===== config.mk =====
export PLATFORM = sky130hd
export DESIGN_NAME = cstsup_top
export DESIGN_NICKNAME = d
export VERILOG_FILES = /design/src/logic/cstsup_pkg.sv /design/src/logic/cstsup_top.sv
export VERILOG_INCLUDE_DIRS = /design/src /design/src/logic
export SDC_FILE = /design/constraint.sdc
export NUM_CORES = 1
export LEC_CHECK = 0
export BUFFER_PORTS_ARGS = -buffer_cell sky130_fd_sc_hd__buf_2
export CORE_MARGIN = 5
export CORE_UTILIZATION = 30
export CTS_CLUSTER_SIZE = 40
export DETAILED_ROUTE_END_ITERATION = 10
export MAX_ROUTING_LAYER = met4
export PLACE_DENSITY = 0.43
export REMOVE_ABC_BUFFERS = 1
export SLEW_MARGIN = 20
export SYNTH_ARGS = -nofsm -noshare
export SYNTH_HDL_FRONTEND = slang
export SYNTH_SLANG_ARGS = --single-unit

===== constraint.sdc =====
create_clock -name clk -period 17.7 [get_ports clk]
set_input_delay 0.885 -clock clk [delete_from_list [all_inputs] [get_ports clk]]
set_output_delay 0.885 -clock clk [all_outputs]
set_load 0.01 [all_outputs]

===== src/logic/cstsup_regs.svh =====
// register offsets, field positions, reset values and timing counts
`ifndef CSTSUP_REGS_SVH
`define CSTSUP_REGS_SVH

// =====================================================================
// register offsets
`define CSTSUP_CTRL_ADDR 4'h0
`define CSTSUP_TEMP_ADDR 4'h1
`define CSTSUP_COMP_ADDR 4'h2
`define CSTSUP_TIMER_ADDR 4'h3
`define CSTSUP_STAT_ADDR 4'h4
`define CSTSUP_LB_CNT_ADDR 4'h5
`define CSTSUP_BK_CNT_ADDR 4'h6

// =====================================================================
// control, temperature, compensation and timer fields
`define CSTSUP_CTRL_CHG_ENABLE 0
`define CSTSUP_CTRL_SW_OVERRIDE 1
`define CSTSUP_CTRL_HIZ 2
`define CSTSUP_CTRL_STOP_ON_FULL 3
`define CSTSUP_CTRL_RECH_150 4
`define CSTSUP_CTRL_RESET 8'h00
`define CSTSUP_TEMP_PROFILE 0
`define CSTSUP_TEMP_MON_DIS 1
`define CSTSUP_TEMP_COLD_SEL 2
`define CSTSUP_TEMP_HOT_LSB 3
`define CSTSUP_TEMP_RESET 8'h00
`define CSTSUP_COMP_RES_LSB 0
`define CSTSUP_COMP_CLAMP_LSB 3
`define CSTSUP_COMP_RESET 8'h00
`define CSTSUP_TMR_SEL_LSB 0
`define CSTSUP_TMR_KILL 5
`define CSTSUP_TMR_PAUSE 6
`define CSTSUP_TMR_RESET 8'h00

// =====================================================================
// compensation scales
`define CSTSUP_CLAMP_STEP_MV 16'd60
`define CSTSUP_RES_STEP_MOHM 16'd20
`define CSTSUP_HOT_DISABLE 2'b11

// =====================================================================
// timing
`define CSTSUP_CLK_HZ 50000000
`define CSTSUP_TICK_MS 1000
`define CSTSUP_TICK_CYCLES ((`CSTSUP_CLK_HZ / 1000) * `CSTSUP_TICK_MS)
`define CSTSUP_LB_MINUTES 120
`define CSTSUP_BULK_MIN_MINUTES 30
`define CSTSUP_TICKS_PER_MINUTE (60000 / `CSTSUP_TICK_MS)

`endif


===== src/logic/cstsup_pkg.sv =====
// types of the charge safety timer supervisor
`default_nettype none
package cstsup_pkg;
  typedef enum logic [6:0] {
    CS_RESET = 7'h01,
    CS_PRECH = 7'h02,
    CS_PRECH_SUSP = 7'h04,
    CS_BULK = 7'h08,
    CS_FULL = 7'h10,
    CS_DONE = 7'h20,
    CS_FAULT = 7'h40
  } cstsup_state_t;
endpackage
`default_nettype wire


===== src/logic/cstsup_top.sv =====
// charge safety timer supervisor: temperature gate, compensation, termination, timers
//
// Implementation choices: the address map and the strobed register port.
`default_nettype none
`include "cstsup_regs.svh"

module cstsup_top #(
  parameter int unsigned TICK_CYCLES = `CSTSUP_TICK_CYCLES
) (
  // clock and reset
  input wire logic clk,
  input wire logic rst,
  // register port
  input wire logic [3:0] reg_addr,
  input wire logic [7:0] reg_wdata,
  input wire logic reg_wr,
  input wire logic reg_rd,
  output logic [7:0] reg_rdata,
  // pins and analogue comparator status (asynchronous)
  input wire logic charge_enable_pin,
  input wire logic temp_above_hot_55,
  input wire logic temp_above_hot_60,
  input wire logic temp_above_hot_65,
  input wire logic temp_below_cold_0,
  input wire logic temp_below_cold_m10,
  input wire logic temp_zone_mild,
  input wire logic vbat_below_low,
  input wire logic vbat_at_term,
  input wire logic ichg_below_term,
  input wire logic vbat_below_recharge,
  input wire logic loop_iin_active,
  input wire logic loop_vin_active,
  input wire logic loop_die_active,
  // charge current from the charge loop, in mA
  input wire logic [15:0] ichg_ma,
  // outputs to the power stage
  output logic charge_on,
  output logic recharge_150,
  output logic [15:0] term_boost_mv,
  output logic [6:0] charge_state,
  output logic charge_fault
);

  // =====================================================================
  // input synchronisers
  localparam int NS = 14;
  logic [NS-1:0] sync1;
  logic [NS-1:0] sync2;
  always_ff @(posedge clk or posedge rst) begin
    if (rst) begin
      sync1 <= '0;
      sync2 <= '0;
    end else begin
      sync1 <= {charge_enable_pin, temp_above_hot_55, temp_above_hot_60, temp_above_hot_65,
                temp_below_cold_0, temp_below_cold_m10, temp_zone_mild, vbat_below_low,
                vbat_at_term, ichg_below_term, vbat_below_recharge, loop_iin_active,
                loop_vin_active, loop_die_active};
      sync2 <= sync1;
    end
  end
  logic pin_en, hot55, hot60, hot65, cold0, coldm10, mild, low_bat;
  logic at_term, i_low, below_rech, l_iin, l_vin, l_die;
  assign {pin_en, hot55, hot60, hot65, cold0, coldm10, mild, low_bat,
          at_term, i_low, below_rech, l_iin, l_vin, l_die} = sync2;

  // =====================================================================
  // register file
  logic [7:0] ctrl, temp_cfg, comp_cfg, tmr_cfg;
  logic [7:0] next_ctrl, next_temp_cfg, next_comp_cfg, next_tmr_cfg, next_rdata;
  logic [7:0] stat_byte;
  logic [15:0] lb_cnt, bk_cnt;

  always_comb begin
    next_ctrl = ctrl;
    next_temp_cfg = temp_cfg;
    next_comp_cfg = comp_cfg;
    next_tmr_cfg = tmr_cfg;
    next_rdata = 8'h00;
    if (reg_wr) begin
      if (reg_addr == `CSTSUP_CTRL_ADDR) begin
        next_ctrl = reg_wdata;
      end else if (reg_addr == `CSTSUP_TEMP_ADDR) begin
        next_temp_cfg = reg_wdata;
      end else if (reg_addr == `CSTSUP_COMP_ADDR) begin
        next_comp_cfg = reg_wdata;
      end else if (reg_addr == `CSTSUP_TIMER_ADDR) begin
        next_tmr_cfg = reg_wdata;
      end
    end
    if (reg_rd) begin
      if (reg_addr == `CSTSUP_CTRL_ADDR) begin
        next_rdata = ctrl;
      end else if (reg_addr == `CSTSUP_TEMP_ADDR) begin
        next_rdata = temp_cfg;
      end else if (reg_addr == `CSTSUP_COMP_ADDR) begin
        next_rdata = comp_cfg;
      end else if (reg_addr == `CSTSUP_TIMER_ADDR) begin
        next_rdata = tmr_cfg;
      end else if (reg_addr == `CSTSUP_STAT_ADDR) begin
        next_rdata = stat_byte;
      end else if (reg_addr == `CSTSUP_LB_CNT_ADDR) begin
        next_rdata = lb_cnt[7:0];
      end else if (reg_addr == `CSTSUP_BK_CNT_ADDR) begin
        next_rdata = bk_cnt[7:0];
      end
    end
  end

  always_ff @(posedge clk or posedge rst) begin
    if (rst) begin
      ctrl <= `CSTSUP_CTRL_RESET;
      temp_cfg <= `CSTSUP_TEMP_RESET;
      comp_cfg <= `CSTSUP_COMP_RESET;
      tmr_cfg <= `CSTSUP_TMR_RESET;
      reg_rdata <= 8'h00;
    end else begin
      ctrl <= next_ctrl;
      temp_cfg <= next_temp_cfg;
      comp_cfg <= next_comp_cfg;
      tmr_cfg <= next_tmr_cfg;
      reg_rdata <= next_rdata;
    end
  end

  // =====================================================================
  // temperature gate
  logic mon_on, simple, hot_trip, cold_trip, temp_out, mild_zone;
  logic [1:0] hot_sel;
  assign hot_sel = temp_cfg[`CSTSUP_TEMP_HOT_LSB +: 2];
  assign mon_on = !temp_cfg[`CSTSUP_TEMP_MON_DIS];
  assign simple = temp_cfg[`CSTSUP_TEMP_PROFILE];
  always_comb begin
    hot_trip = 1'b0;
    if (hot_sel == 2'b00) begin
      hot_trip = hot55;
    end else if (hot_sel == 2'b01) begin
      hot_trip = hot60;
    end else if (hot_sel == 2'b10) begin
      hot_trip = hot65;
    end
    if (!simple) begin
      hot_trip = hot60;
    end
  end
  // cold select 1 means minus 10; zoned profile uses 0 degrees
  assign cold_trip = (simple && temp_cfg[`CSTSUP_TEMP_COLD_SEL]) ? coldm10 : cold0;
  assign temp_out = mon_on && (hot_trip || cold_trip);
  assign mild_zone = mon_on && !simple && mild;

  // =====================================================================
  // path compensation
  function automatic logic [15:0] cstsup_min16(input logic [15:0] a, input logic [15:0] b);
    cstsup_min16 = (a < b) ? a : b;
  endfunction
  logic [31:0] ir_prod;
  logic [15:0] ir_mv, clamp_mv, next_boost;
  always_comb begin
    ir_prod = 32'(ichg_ma) * 32'(`CSTSUP_RES_STEP_MOHM) * 32'(comp_cfg[2:0]);
    ir_mv = (ir_prod / 32'd1000) > 32'h0000ffff ? 16'hffff : 16'(ir_prod / 32'd1000);
    clamp_mv = 16'(`CSTSUP_CLAMP_STEP_MV * 16'(comp_cfg[`CSTSUP_COMP_CLAMP_LSB +: 3]));
    next_boost = cstsup_min16(ir_mv, clamp_mv);
  end

  // =====================================================================
  // charge state machine
  cstsup_pkg::cstsup_state_t state, next_state;
  logic chg_req, loops, lb_exp, bk_exp;
  assign chg_req = (ctrl[`CSTSUP_CTRL_SW_OVERRIDE] ? ctrl[`CSTSUP_CTRL_CHG_ENABLE] : pin_en)
                   && !ctrl[`CSTSUP_CTRL_HIZ];
  assign loops = l_iin || l_vin || l_die;
  always_comb begin
    next_state = state;
    case (state)
      cstsup_pkg::CS_RESET: begin
        if (chg_req) begin
          next_state = low_bat ? cstsup_pkg::CS_PRECH : cstsup_pkg::CS_BULK;
        end
      end
      cstsup_pkg::CS_PRECH: begin
        if (lb_exp) begin
          next_state = cstsup_pkg::CS_FAULT;
        end else if (temp_out) begin
          next_state = cstsup_pkg::CS_PRECH_SUSP;
        end else if (!low_bat) begin
          next_state = cstsup_pkg::CS_BULK;
        end
      end
      cstsup_pkg::CS_PRECH_SUSP: begin
        if (!temp_out) begin
          next_state = cstsup_pkg::CS_PRECH;
        end
      end
      cstsup_pkg::CS_BULK: begin
        if (bk_exp) begin
          next_state = cstsup_pkg::CS_FAULT;
        end else if (at_term && i_low && !loops && !temp_out) begin
          next_state = ctrl[`CSTSUP_CTRL_STOP_ON_FULL] ? cstsup_pkg::CS_DONE
                                                        : cstsup_pkg::CS_FULL;
        end
      end
      cstsup_pkg::CS_FULL: begin
        next_state = cstsup_pkg::CS_FULL;
      end
      cstsup_pkg::CS_DONE: begin
        if (below_rech) begin
          next_state = cstsup_pkg::CS_BULK;
        end
      end
      cstsup_pkg::CS_FAULT: begin
        if (tmr_cfg[`CSTSUP_TMR_KILL]) begin
          next_state = cstsup_pkg::CS_RESET;
        end
      end
      default: begin
        next_state = cstsup_pkg::CS_RESET;
      end
    endcase
    if (!chg_req) begin
      next_state = cstsup_pkg::CS_RESET;
    end
  end

  // =====================================================================
  // safety timers
  logic [31:0] presc, next_presc;
  logic half_phase, next_half_phase;
  logic [15:0] next_lb_cnt, next_bk_cnt;
  logic [15:0] bk_limit;
  logic tick, timers_clr, frozen, lb_run, bk_run;
  // steps of 30 minutes: code 0 is 30 min, code 31 is 16 hours
  assign bk_limit = 16'((32'(tmr_cfg[`CSTSUP_TMR_SEL_LSB +: 5]) + 32'd1)
                        * `CSTSUP_BULK_MIN_MINUTES * `CSTSUP_TICKS_PER_MINUTE);
  assign timers_clr = (state == cstsup_pkg::CS_RESET) || tmr_cfg[`CSTSUP_TMR_KILL]
                      || (state == cstsup_pkg::CS_FULL) || (state == cstsup_pkg::CS_DONE)
                      || !chg_req;
  assign frozen = tmr_cfg[`CSTSUP_TMR_PAUSE] || temp_out;
  assign lb_exp = lb_cnt >= 16'(`CSTSUP_LB_MINUTES * `CSTSUP_TICKS_PER_MINUTE);
  assign bk_exp = bk_cnt >= bk_limit;
  always_comb begin
    next_presc = presc + 32'd1;
    tick = 1'b0;
    if (presc >= TICK_CYCLES - 1) begin
      next_presc = 32'd0;
      tick = 1'b1;
    end
    next_half_phase = half_phase ^ tick;
    lb_run = tick && (!loops || half_phase);
    bk_run = tick && (!(loops || mild_zone) || half_phase);
    next_lb_cnt = lb_cnt;
    next_bk_cnt = bk_cnt;
    if (timers_clr) begin
      next_lb_cnt = 16'h0000;
      next_bk_cnt = 16'h0000;
    end else if (!frozen) begin
      if (low_bat && state == cstsup_pkg::CS_PRECH) begin
        next_bk_cnt = 16'h0000;
        if (lb_run && !lb_exp) begin
          next_lb_cnt = lb_cnt + 16'h0001;
        end
      end else if (state == cstsup_pkg::CS_BULK) begin
        next_lb_cnt = 16'h0000;
        if (bk_run && !bk_exp) begin
          next_bk_cnt = bk_cnt + 16'h0001;
        end
      end
    end
  end

  always_ff @(posedge clk or posedge rst) begin
    if (rst) begin
      state <= cstsup_pkg::CS_RESET;
      presc <= 32'd0;
      half_phase <= 1'b0;
      lb_cnt <= 16'h0000;
      bk_cnt <= 16'h0000;
      charge_on <= 1'b0;
      recharge_150 <= 1'b0;
      term_boost_mv <= 16'h0000;
      charge_state <= 7'h01;
      charge_fault <= 1'b0;
    end else begin
      state <= next_state;
      presc <= next_presc;
      half_phase <= next_half_phase;
      lb_cnt <= next_lb_cnt;
      bk_cnt <= next_bk_cnt;
      charge_on <= ((next_state == cstsup_pkg::CS_PRECH) || (next_state == cstsup_pkg::CS_BULK)
                    || (next_state == cstsup_pkg::CS_FULL))
                   && !temp_out;
      recharge_150 <= ctrl[`CSTSUP_CTRL_RECH_150];
      term_boost_mv <= next_boost;
      charge_state <= 7'(next_state);
      charge_fault <= next_state == cstsup_pkg::CS_FAULT;
    end
  end
  assign stat_byte = {charge_fault, temp_out, state[5:0]};

  // =====================================================================
  // checks
  kill_clears_a: assert property (@(posedge clk) disable iff (rst)
    tmr_cfg[`CSTSUP_TMR_KILL] |=> (lb_cnt == 16'h0000 && bk_cnt == 16'h0000))
    else $error("kill did not clear timers");
  pause_holds_a: assert property (@(posedge clk) disable iff (rst)
    (tmr_cfg[`CSTSUP_TMR_PAUSE] && !timers_clr) |=> ($stable(lb_cnt) && $stable(bk_cnt)))
    else $error("pause did not hold count");
  temp_freeze_a: assert property (@(posedge clk) disable iff (rst)
    (temp_out && !timers_clr) |=> ($stable(lb_cnt) && $stable(bk_cnt)))
    else $error("timer ran while temperature out");
  no_full_loop_a: assert property (@(posedge clk) disable iff (rst)
    (state == cstsup_pkg::CS_BULK && loops) |=> state != cstsup_pkg::CS_FULL
      && state != cstsup_pkg::CS_DONE)
    else $error("terminated under regulation");
  done_no_charge_a: assert property (@(posedge clk) disable iff (rst)
    state == cstsup_pkg::CS_DONE |-> !charge_on)
    else $error("charging while done");
  bulk_fault_a: assert property (@(posedge clk) disable iff (rst)
    (state == cstsup_pkg::CS_BULK && bk_exp && chg_req) |=> state == cstsup_pkg::CS_FAULT)
    else $error("bulk expiry missed");
  lb_fault_a: assert property (@(posedge clk) disable iff (rst)
    (state == cstsup_pkg::CS_PRECH && lb_exp && chg_req) |=> state == cstsup_pkg::CS_FAULT)
    else $error("low battery expiry missed");
  boost_clamp_a: assert property (@(posedge clk) disable iff (rst)
    1'b1 |=> term_boost_mv <= $past(clamp_mv))
    else $error("boost above ceiling");
  full_reset_a: assert property (@(posedge clk) disable iff (rst)
    state == cstsup_pkg::CS_FULL |=> bk_cnt == 16'h0000)
    else $error("timer not reset in full hold");
  temp_off_a: assert property (@(posedge clk) disable iff (rst)
    temp_out |=> !charge_on)
    else $error("charging while temperature out");
  fault_no_charge_a: assert property (@(posedge clk) disable iff (rst)
    charge_fault |-> !charge_on)
    else $error("charging while in fault");
  lb_bulk_held_a: assert property (@(posedge clk) disable iff (rst)
    (state == cstsup_pkg::CS_BULK && !timers_clr && !frozen) |=> lb_cnt == 16'h0000)
    else $error("low battery timer ran in bulk");
  prech_bk_held_a: assert property (@(posedge clk) disable iff (rst)
    (state == cstsup_pkg::CS_PRECH && low_bat && !timers_clr && !frozen) |=> bk_cnt == 16'h0000)
    else $error("bulk timer ran in precharge");
  full_stays_a: assert property (@(posedge clk) disable iff (rst)
    (state == cstsup_pkg::CS_FULL && chg_req) |=> state == cstsup_pkg::CS_FULL)
    else $error("full hold left while charging");
  hot_off_a: assert property (@(posedge clk) disable iff (rst)
    (simple && hot_sel == `CSTSUP_HOT_DISABLE && !cold_trip) |-> !temp_out)
    else $error("hot suspend while disabled");
  done_recharge_a: assert property (@(posedge clk) disable iff (rst)
    (state == cstsup_pkg::CS_DONE && below_rech && chg_req) |=> state == cstsup_pkg::CS_BULK)
    else $error("recharge missed");
  mon_off_a: assert property (@(posedge clk) disable iff (rst)
    temp_cfg[`CSTSUP_TEMP_MON_DIS] |-> !temp_out)
    else $error("temperature used while monitor off");

endmodule
`default_nettype wire


; Word-level counts from Yosys, hierarchy flattened
; Cells that the tools add are included.
[op_classes]
n_addsub = 4
mul = 5
n_bitwise = 4
n_eq_ne = 21
div_mod_pow = 1
mux = 40
magnitude_cmp = 5
reduce_logical = 46
[op_table]
columns = operator, count
row1 = $mux 16, 12
row2 = $mux 8, 8
row3 = $mux 7, 9
row4 = $pmux 7 s7, 1
row5 = $add 16x1->16 const B, 2
row6 = $add 32x1->32 const B, 1
row7 = $div 24x10->32 const B, 1
row8 = $ge 32x26->1 const B, 1
row9 = $gt 32x16->1 const B, 1
row10 = $mux 32, 1
row11 = $mul 19x3->22, 1
row12 = $mul 16x3->19 const B, 1
row13 = $ge 16x13->1 const B, 1
row14 = $ge 16x16->1, 1
row15 = $lt 16x9->1, 1
row16 = $eq 7x2->1 const B, 2
row17 = $eq 7x4->1 const B, 2
row18 = $eq 7x5->1 const B, 2
row19 = $eq 7x7->1 const B, 2
row20 = $logic_and 1x1->1, 14
row21 = $logic_or 1x1->1, 13
row22 = $mul 10x4->13 const B, 1
row23 = $eq 4x3->1 const B, 3
row24 = $mul 6x4->10 const B, 1
row25 = other kinds (24), 44
[word_totals]
input_bits = 46
reg_bits = 159
output_inout_bits = 34
wordCells = 142

; Logic depth before layout (Yosys ltp)
; Gate-level depths: netlist (run 1).
[logic_depth]
depth_word = 17
depth_mapped = 68
mapped_depth_nobuf = 61

; Worst setup path after synthesis (run 1)
; No wires, ideal clock.
[synth_timing]
path_type = input to register
from = in ichg_ma[1]
to = reg term_boost_mv[5]
setup_ps = 125
cell_stages = 64
n_path_buf = 5
setup_slack_ps = 2876
arrival_time_ps = 14699
t_required_ps = 17575
path_cell_list = ha_1 -> ha_1 -> fa_1 -> a21o_1 -> a21oi_1 -> o21bai_1 -> a21oi_1 -> o21bai_1 -> a21oi_1 -> o21bai_1 -> a21oi_1 -> o21bai_1 -> a21oi_1 -> o21bai_1 -> a21oi_1 -> xnor2_1 -> nand2_1 -> fa_1 -> (+28 left out) -> and3_1 -> buf_6 -> a31o_4 -> buf_6 -> and3_1 -> o21a_1 -> nor3_2 -> a21bo_1 -> o21a_4 -> inv_4 -> mux2i_1 -> o311a_1 -> a21boi_1 -> buf_4 -> a21oi_2 -> a211o_1 -> a41oi_4 -> mux2_4
[synth_via]
elab_chain_len = 7
[synth_lines]
columns = element, line
row1 = start: declaration, cstsup_top.sv:35  ; input wire logic [15:0] ichg_ma,
row2 = $mul 16x3->19 *, cstsup_top.sv:158  ; ir_prod = 32'(ichg_ma) * 32'(`CSTSUP_RES_STEP_MOHM) * 32'(comp_cfg[2:0]);
row3 = $mul 19x3->22 *, cstsup_top.sv:158
row4 = $div 24x10->32 *, cstsup_top.sv:159  ; ir_mv = (ir_prod / 32'd1000) > 32'h0000ffff ? 16'hffff : 16'(ir_prod / 32'd1000);
row5 = $gt 32x16->1, cstsup_top.sv:159
row6 = $mux 16 *, cstsup_top.sv:159
row7 = $lt 16x9->1, cstsup_top.sv:153  ; cstsup_min16 = (a < b) ? a : b;
row8 = $mux 16 *, cstsup_top.sv:153
row9 = net next_boost[5], cstsup_top.sv:156  ; logic [15:0] ir_mv, clamp_mv, next_boost;
row10 = end signal: assignment, cstsup_top.sv:291  ; term_boost_mv <= next_boost;
row11 = end: declaration, cstsup_top.sv:39  ; output logic [15:0] term_boost_mv,
; The timed path passes the listed nets; every way through them passes the cells marked *.
; A chain may end at the register's enable or synchronous reset.

; Final worst setup path (run 1)
; Ends and elaborated chain as after synthesis.

==> implementation parameters, run 1 <==
Parameter                              Value

Clocking
  Clock tree from TritonCTS    done
  Hold-fix buffers, CTS    0
  Number of gates resized after cts    0
  Post CTS Setup Buffer Count    0
  H-tree levels    4
  Sink Count    158
  Longest Clk Path Bufs    2
  Total CTS buffers    17
  Clock transition at the registers of the reported paths    ~0.080 ns
  Clock latency at the later pin of the worst-skew pair    0.45 ns
  CTS root buffer    sky130_fd_sc_hd__clkbuf_16

Floorplan
  Number of placed I/O pins    80
  Initial core utilization    0.304
  Area enclosed by the die boundary    0.0567 mm²
  Width of the chip    238 µm
  Area of the core    0.0514 mm²
  Num rows    83
  DIE HEIGHT    238 µm

Critical path
  R2R Setup Slk    3.34 ns
  Depth of the most critical reg-to-reg path    44
  Worst Setup Path Type    primary input to flip-flop
  Crit path launch    ichg_ma[1]
  Startpoint of the most critical register-to-register path    comp_cfg[2]$_DFFE_PP0P_
  Type of destination of the critical path    flip-flop
  Worst Setup Start Kind    primary input
  Critical-path top delay cell    sky130_fd_sc_hd__a221oi_1
  Worst reg2reg endpoint    term_boost_mv[5]$_DFF_PP0_
  Crit path DAT    16.76 ns
  Critical path's largest stage delay    0.59 ns
  Critical Path End    term_boost_mv[5]$_DFF_PP0_
  Most Frequent Cell on Critical Path    sky130_fd_sc_hd__a21oi_1
  Largest fanout of any net on the critical path    12
  Data required time of the worst path    18.03 ns

GRT
  Overall fraction of global-route tracks in use    0.158
  Number of global-route vias before repair    13386
  Overflow after GRT    0
  Pin count of the biggest net entering global routing    85
  Global-route wire length before repair    71600 µm
  Number of antenna violations at the first check in global routing    3

STA
  Post-layout min period    16.43 ns
  Total negative setup slack    0 ns
  Tightest Pin Transition    0.922 ns
  Highest attainable clock frequency    60.9 MHz
  Worst Hold Slack    around 0.35 ns
  Max Clock Skew    0.0135 ns
  Period Utilization, post-route    0.928
  Number of setup violations in the final report    0
  Final count of hold timing violations    0
  Max-Slew Margin vs Limit    0.380
  Final number of max-transition violations    0

Logic synthesis
  Seq/Total Area, Yosys    0.253
  Number of distinct library cells after synthesis    125
  Yosys Warn Count    0
  Mean instance size in the synthesized netlist    8.61 µm²
  Post-synthesis cell area    0.0156 mm²
  Count of flip-flops with a built-in enable after synthesis    0
  Synth async-reset ratio    1.00
  Gate count after technology mapping    1812
  Post-synthesis sequential element count    158
  Top flip-flop cell by instance count after synthesis    sky130_fd_sc_hd__dfrtp_1

Detailed routing
  Pre-antenna DRT Iters    7
  Residual DRC count    0
  Average vias per placed instance    5.21
  Per-cell routed wire length    16.9 µm
  Count of vias placed by the detailed router    around 13000
  Number of design-rule violations left by the first detailed-router iteration    925
  Routed WL    43300 µm
  Count of antenna-violating nets left after detailed routing    0

Layout
  Filler cell count in the final layout    5436
  Layout cells sized above 1    0.127
  Count of nets after finishing    slightly above 2000
  Area overhead of the layout relative to synthesis    11.3%
  Core utilization of the finished layout    0.338
  Final design instance area without fill    0.0174 mm²

Placement
  Routability congestion estimate    between 0.8 and 0.9
  Instance area after placement    0.0167 mm²
  Dpl hpwl    34000 µm
  Number of I/O port buffers    78

Worst hold path
  Worst min-delay path class    flip-flop to flip-flop
  Worst Min Path Start    sync1[8]$_DFF_PP0_

Flow run
  Max-cap violations    0

Outcome
  Status    completed
## worst min-delay path by stage
stage,to,slack [ns],depth (start not counted)
floorplan,sync2[0]$_DFF_PP0_,0.33,0
global placement,sync2[7]$_DFF_PP0_,0.33,0
detailed placement,sync2[13]$_DFF_PP0_,0.33,0
CTS,sync2[8]$_DFF_PP0_,0.35,0
global route,sync2[0]$_DFF_PP0_,0.36,0
finish,sync2[8]$_DFF_PP0_,0.35,0
## cell usage after synthesis, drive strengths merged, types with 7 or more instances
library cell	n	share of area
nor4	8	0.0032
o21ai	96	0.031
nor2b	17	0.0068
buf	24	0.0099
clkbuf	40	0.0096
a31oi	24	0.010
nand4	29	0.012
xor2	51	0.029
or4	7	0.0036
xnor2	78	0.048
fa	46	0.059
o21bai	21	0.010
a2111oi	10	0.0076
or2	12	0.0050
o41ai	7	0.0044
nand2b	15	0.0065
inv	121	0.029
a211o	9	0.0051
a221oi	7	0.0055
a21oi	108	0.038
o31a	8	0.0046
dfrtp	157	0.25
nand2	166	0.040
mux2i	42	0.028
o31ai	9	0.0047
o22ai	16	0.0068
and3	21	0.0084
and4	7	0.0039
mux2	35	0.026
o211ai	17	0.0082
a31o	10	0.0062
o2111ai	7	0.0039
nor3	44	0.015
a211oi	16	0.0091
nand3	59	0.019
and2	18	0.0074
ha	109	0.087
nor2	187	0.046
a21o	27	0.013
or3	16	0.0064
o21a	14	0.0072
## routing by layer
| metal | up-vias | GRT usage | part of all wire | routed length (µm) |
|---|---|---|---|---|
| li1 | 6644 | - | - | - |
| met3 | 54 | 0.0184 | 0.027 | 1170 |
| met5 | - | - | 0 | 0 |
| met4 | 0 | 0.0402 | 0.017 | 739 |
| met1 | 6422 | 0.206 | 0.48 | 20600 |
| met2 | 255 | 0.262 | 0.48 | 20800 |
## cell usage in the layout (no fill, tap or decap), drive strengths merged, types with 8 or more instances in the layout
master   synthesis  layout
ha             109     109
xnor2           78      78
xor2            51      51
nand4           29      29
o22ai           16      16
nand2b          15      15
o21a            14      14
nor2           187     187
o211ai          17      17
and2            18      18
mux2i           42      42
nor4             8       8
nor2b           17      17
o21bai          21      21
and3            21      21
fa              46      46
nand2          166     166
o21ai           96      96
a31o            10      10
conb             1      13
a211o            9       9
nor3            44      44
inv            121     130
nand3           59      59
mux2            35      35
clkbuf          40      17
a2111oi         10      10
or3             16      16
or2             12      12
buf             24      93
dfrtp          157     157
a21oi          108     108
a211oi          16      16
o31ai            9       9
o31a             8       8
a21o            27      27
a31oi           24      24
## sequential cells by signal, summed over array words and instances, names as in the netlist
signal / cells
comp_cfg: 8
sync2: 14
ctrl: 8
temp_cfg: 8
half_phase: 1
sync1: 14
presc: 32
state: 7
lb_cnt: 16
reg_rdata: 8
term_boost_mv: 15
tmr_cfg: 8
bk_cnt: 16
charge_fault: 1
charge_on: 1
recharge_150: 1
## critical path, delay by kind of cell
| family | cells | cell delay [ns] |
|---|---|---|
| compound gates | 34 | 8.76 |
| xor+xnor | 4 | 1.10 |
| fa+ha+maj | 5 | 1.91 |
| buf+inv | 5 | 0.54 |
| simple gates | 7 | 2.00 |
| mux | 5 | 1.50 |
## cell type report
class / instances / area [µm²] / share of cell area
Antenna cell: 1 / 2.50 / 0.000144
Clock buffer: 17 / 425 / 0.0245
Clock inverter: 15 / 188 / 0.0108
Inverter: 121 / 462 / 0.0266
Multi-Input combinational cell: 1481 / 11000 / 0.632
Sequential cell: 158 / 3960 / 0.228
Tap cell: 680 / 851 / 0.0490
Timing Repair Buffer: 93 / 515 / 0.0297
## cells by family after synthesis
group           count (synthesis)  synth area share
compound gates                480             0.224
xor+xnor                      129            0.0763
fa+ha+maj                     157             0.148
buf+inv                       185            0.0488
flops                         158             0.253
mux                            77            0.0537
other cells                     1          0.000240
simple gates                  625             0.195
## through the flow
stage / setup WS, ns / instances
after floorplan: 2.03 / 1760
after global placement: 0.886 / 2532
after detailed placement: 0.558 / 2532
after CTS: 1.00 / 2564
after global routing: -0.00328 / 2566
final: 1.27 / 2566
Power of run 1 is left out: the tool's default activity adds up to more than one toggle a clock period on the data nets, which glitch-free logic cannot reach.
==> run 2: changes to the inputs <==
--- a/config.mk
+++ b/config.mk
@@ -7,6 +7,7 @@
 export NUM_CORES = 1
 export LEC_CHECK = 0
 export BUFFER_PORTS_ARGS = -buffer_cell sky130_fd_sc_hd__buf_2
+export CORE_ASPECT_RATIO = 1.2
 export CORE_MARGIN = 5
 export CORE_UTILIZATION = 30
 export CTS_CLUSTER_SIZE = 40
==> constraint.sdc (replaced) <==
create_clock -name clk -period 19.5 [get_ports clk]
set_input_delay 0.975 -clock clk [delete_from_list [all_inputs] [get_ports clk]]
set_output_delay 0.975 -clock clk [all_outputs]
set_load 0.01 [all_outputs]
==> run 2 against run 1 <==
Compared with the run above:
- die area hardly changed
- clock skew is 0.0012 ns lower
- core utilization is 0.14 points lower
- setup slack better by 0.88 ns
- count of clock-buffer cells in the layout is 1 higher
- critical path depth is 1 lower
- hold slack better by 0.0029 ns
- first-iteration DRC count is 40% lower
- largest cell class unchanged
==> implementation parameters, run 2 (same netlist as run 1, synthesis figures left out) <==
Parameter                              Value

Outcome
  Status    completed

Layout
  Filler cell count in the final layout    5484
  Layout cells sized above 1    0.124
  Largest regs    presc: 32 flops, bk_cnt: 16 flops, lb_cnt: 16 flops
  Most common library cell in the layout ignoring fill and taps    sky130_fd_sc_hd__nor2_1
  Register with the most flip-flops    presc
  Area overhead of the layout relative to synthesis    11.0%
  Area used by multi-input combinational logic    ~0.011 mm²
  Number of flip-flops in the largest register    32
  Count of nets after finishing    between 2000 and 2500
  Footprint of the flip-flops and latches    0.00396 mm²
  Most used cells in the layout excluding fill and tap cells    sky130_fd_sc_hd__nor2_1, sky130_fd_sc_hd__nand2_1, sky130_fd_sc_hd__dfrtp_1

Critical path
  Critical path's largest stage delay    about 0.81 ns
  R2R Setup Slk    between 4 and 5 ns
  Crit path DAT    17.67 ns
  Critical-path top delay cell    sky130_fd_sc_hd__a21oi_1
  Startpoint of the most critical register-to-register path    comp_cfg[2]$_DFFE_PP0P_
  Worst Setup Path Type    primary input to flip-flop
  Depth of the most critical reg-to-reg path    43
  Largest fanout of any net on the critical path    12
  Worst Setup Start Kind    primary input
  Most Frequent Cell on Critical Path    sky130_fd_sc_hd__a21oi_1
  Data required time of the worst path    19.83 ns
  Worst reg2reg endpoint    term_boost_mv[5]$_DFF_PP0_
  Type of destination of the critical path    flip-flop

GRT
  Overall fraction of global-route tracks in use    0.159
  Pin count of the biggest net entering global routing    61
  Number of global-route vias before repair    13378
  Number of antenna violations at the first check in global routing    6
  Overflow after GRT    0
  Global-route wire length before repair    72000 µm

Detailed routing
  Average vias per placed instance    5.19
  Residual DRC count    0
  Count of antenna-violating nets left after detailed routing    0
  Routed WL    43800 µm
  Count of vias placed by the detailed router    13416
  Per-cell routed wire length    17.0 µm
  Pre-antenna DRT Iters    5
  Number of design-rule violations left by the first detailed-router iteration    554

Clocking
  Clock latency at the later pin of the worst-skew pair    0.44 ns
  CTS root buffer    sky130_fd_sc_hd__clkbuf_16
  Longest Clk Path Bufs    2
  H-tree levels    4
  Clock transition at the registers of the reported paths    0.08 ns
  Number of gates resized after cts    0
  Hold-fix buffers, CTS    0
  Clock tree from TritonCTS    done
  Total CTS buffers    17
  Sink Count    158
  Post CTS Setup Buffer Count    0

STA
  Post-layout min period    17.34 ns
  Worst Hold Slack    0.350 ns
  Tightest Pin Transition    1.02 ns
  Max-Slew Margin vs Limit    0.319
  Highest attainable clock frequency    57.7 MHz
  Setup repair after global routing missed its margin    false
  Period Utilization, post-route    0.889
  Number of setup violations in the final report    0
  Final count of hold timing violations    0
  Max Clock Skew    0.0123 ns
  Total negative setup slack    0 ns
  Final number of max-transition violations    0

Floorplan
  Width of the chip    approximately 220 µm
  Area of the core    just over 0.05 mm²
  Area enclosed by the die boundary    0.0567 mm²
  Initial core utilization    0.303
  Num rows    91
  Number of placed I/O pins    80
  DIE HEIGHT    260 µm

Worst hold path
  Number of cells traversed by the worst hold path    0
  Terminating pin of the worst hold path    sync2[1]$_DFF_PP0_
  Worst Min Path Start    sync1[1]$_DFF_PP0_
  Worst min-delay path class    flip-flop to flip-flop

Placement
  Routability congestion estimate    around 0.9
  Number of I/O port buffers    78
  Dpl hpwl    34900 µm

Flow run
  Max-cap violations    0
## run 2: final cells by class
type | count | share of cell area
clock buffer | 18 | 0.0254
antenna | 5 | 0.000722
sequential | 158 | 0.228
tap | 697 | 0.0504
inverter | 121 | 0.0267
clock inverter | 14 | 0.00845
timing repair buffer | 90 | 0.0277
multi-input combinational | 1481 | 0.632
## run 2: per-layer routing
layer	global-route usage	up-vias	share of wire
li1	-	6644	-
met1	0.193	6474	0.44
met2	0.277	245	0.51
met3	0.0196	53	0.028
met4	0.0475	0	0.023
met5	-	-	0
## run 2: metrics by stage
step | utilization | instances | setup WS [ns] | cell area [µm²]
2_1_floorplan | - | 1760 | 3.74 | 15300
3_3_place_gp | 0.325 | 2547 | 2.01 | 16700
3_5_place_dp | 0.325 | 2547 | 1.81 | 16700
4_1_cts | 0.336 | 2579 | 2.26 | 17300
5_1_grt | 0.337 | 2584 | 1.05 | 17300
6_report | 0.337 | 2584 | 2.16 | 17300
## run 2: worst max-delay path by stage
stage	from	end	slack, ns	cells after the start
after floorplan	ichg_ma[1]	term_boost_mv[5]$_DFF_PP0_	3.74	59
after global placement	ichg_ma[1]	term_boost_mv[5]$_DFF_PP0_	2.01	59
after detailed placement	ichg_ma[1]	term_boost_mv[5]$_DFF_PP0_	1.81	59
after CTS	ichg_ma[1]	term_boost_mv[5]$_DFF_PP0_	2.26	59
after global routing	ichg_ma[1]	term_boost_mv[5]$_DFF_PP0_	1.05	59
final	ichg_ma[1]	term_boost_mv[5]$_DFF_PP0_	2.16	59
## run 2: critical path, delay by kind of cell
kind | cells | cell delay (ns)
AOI/OAI and AO/OA | 35 | 9.79
and+or+nand+nor | 9 | 2.92
adders and majority gates | 5 | 1.90
buffers and inverters | 4 | 0.38
xor gates and xnor gates | 1 | 0.17
muxes | 5 | 1.50
Power of run 2 is left out for the same reason.
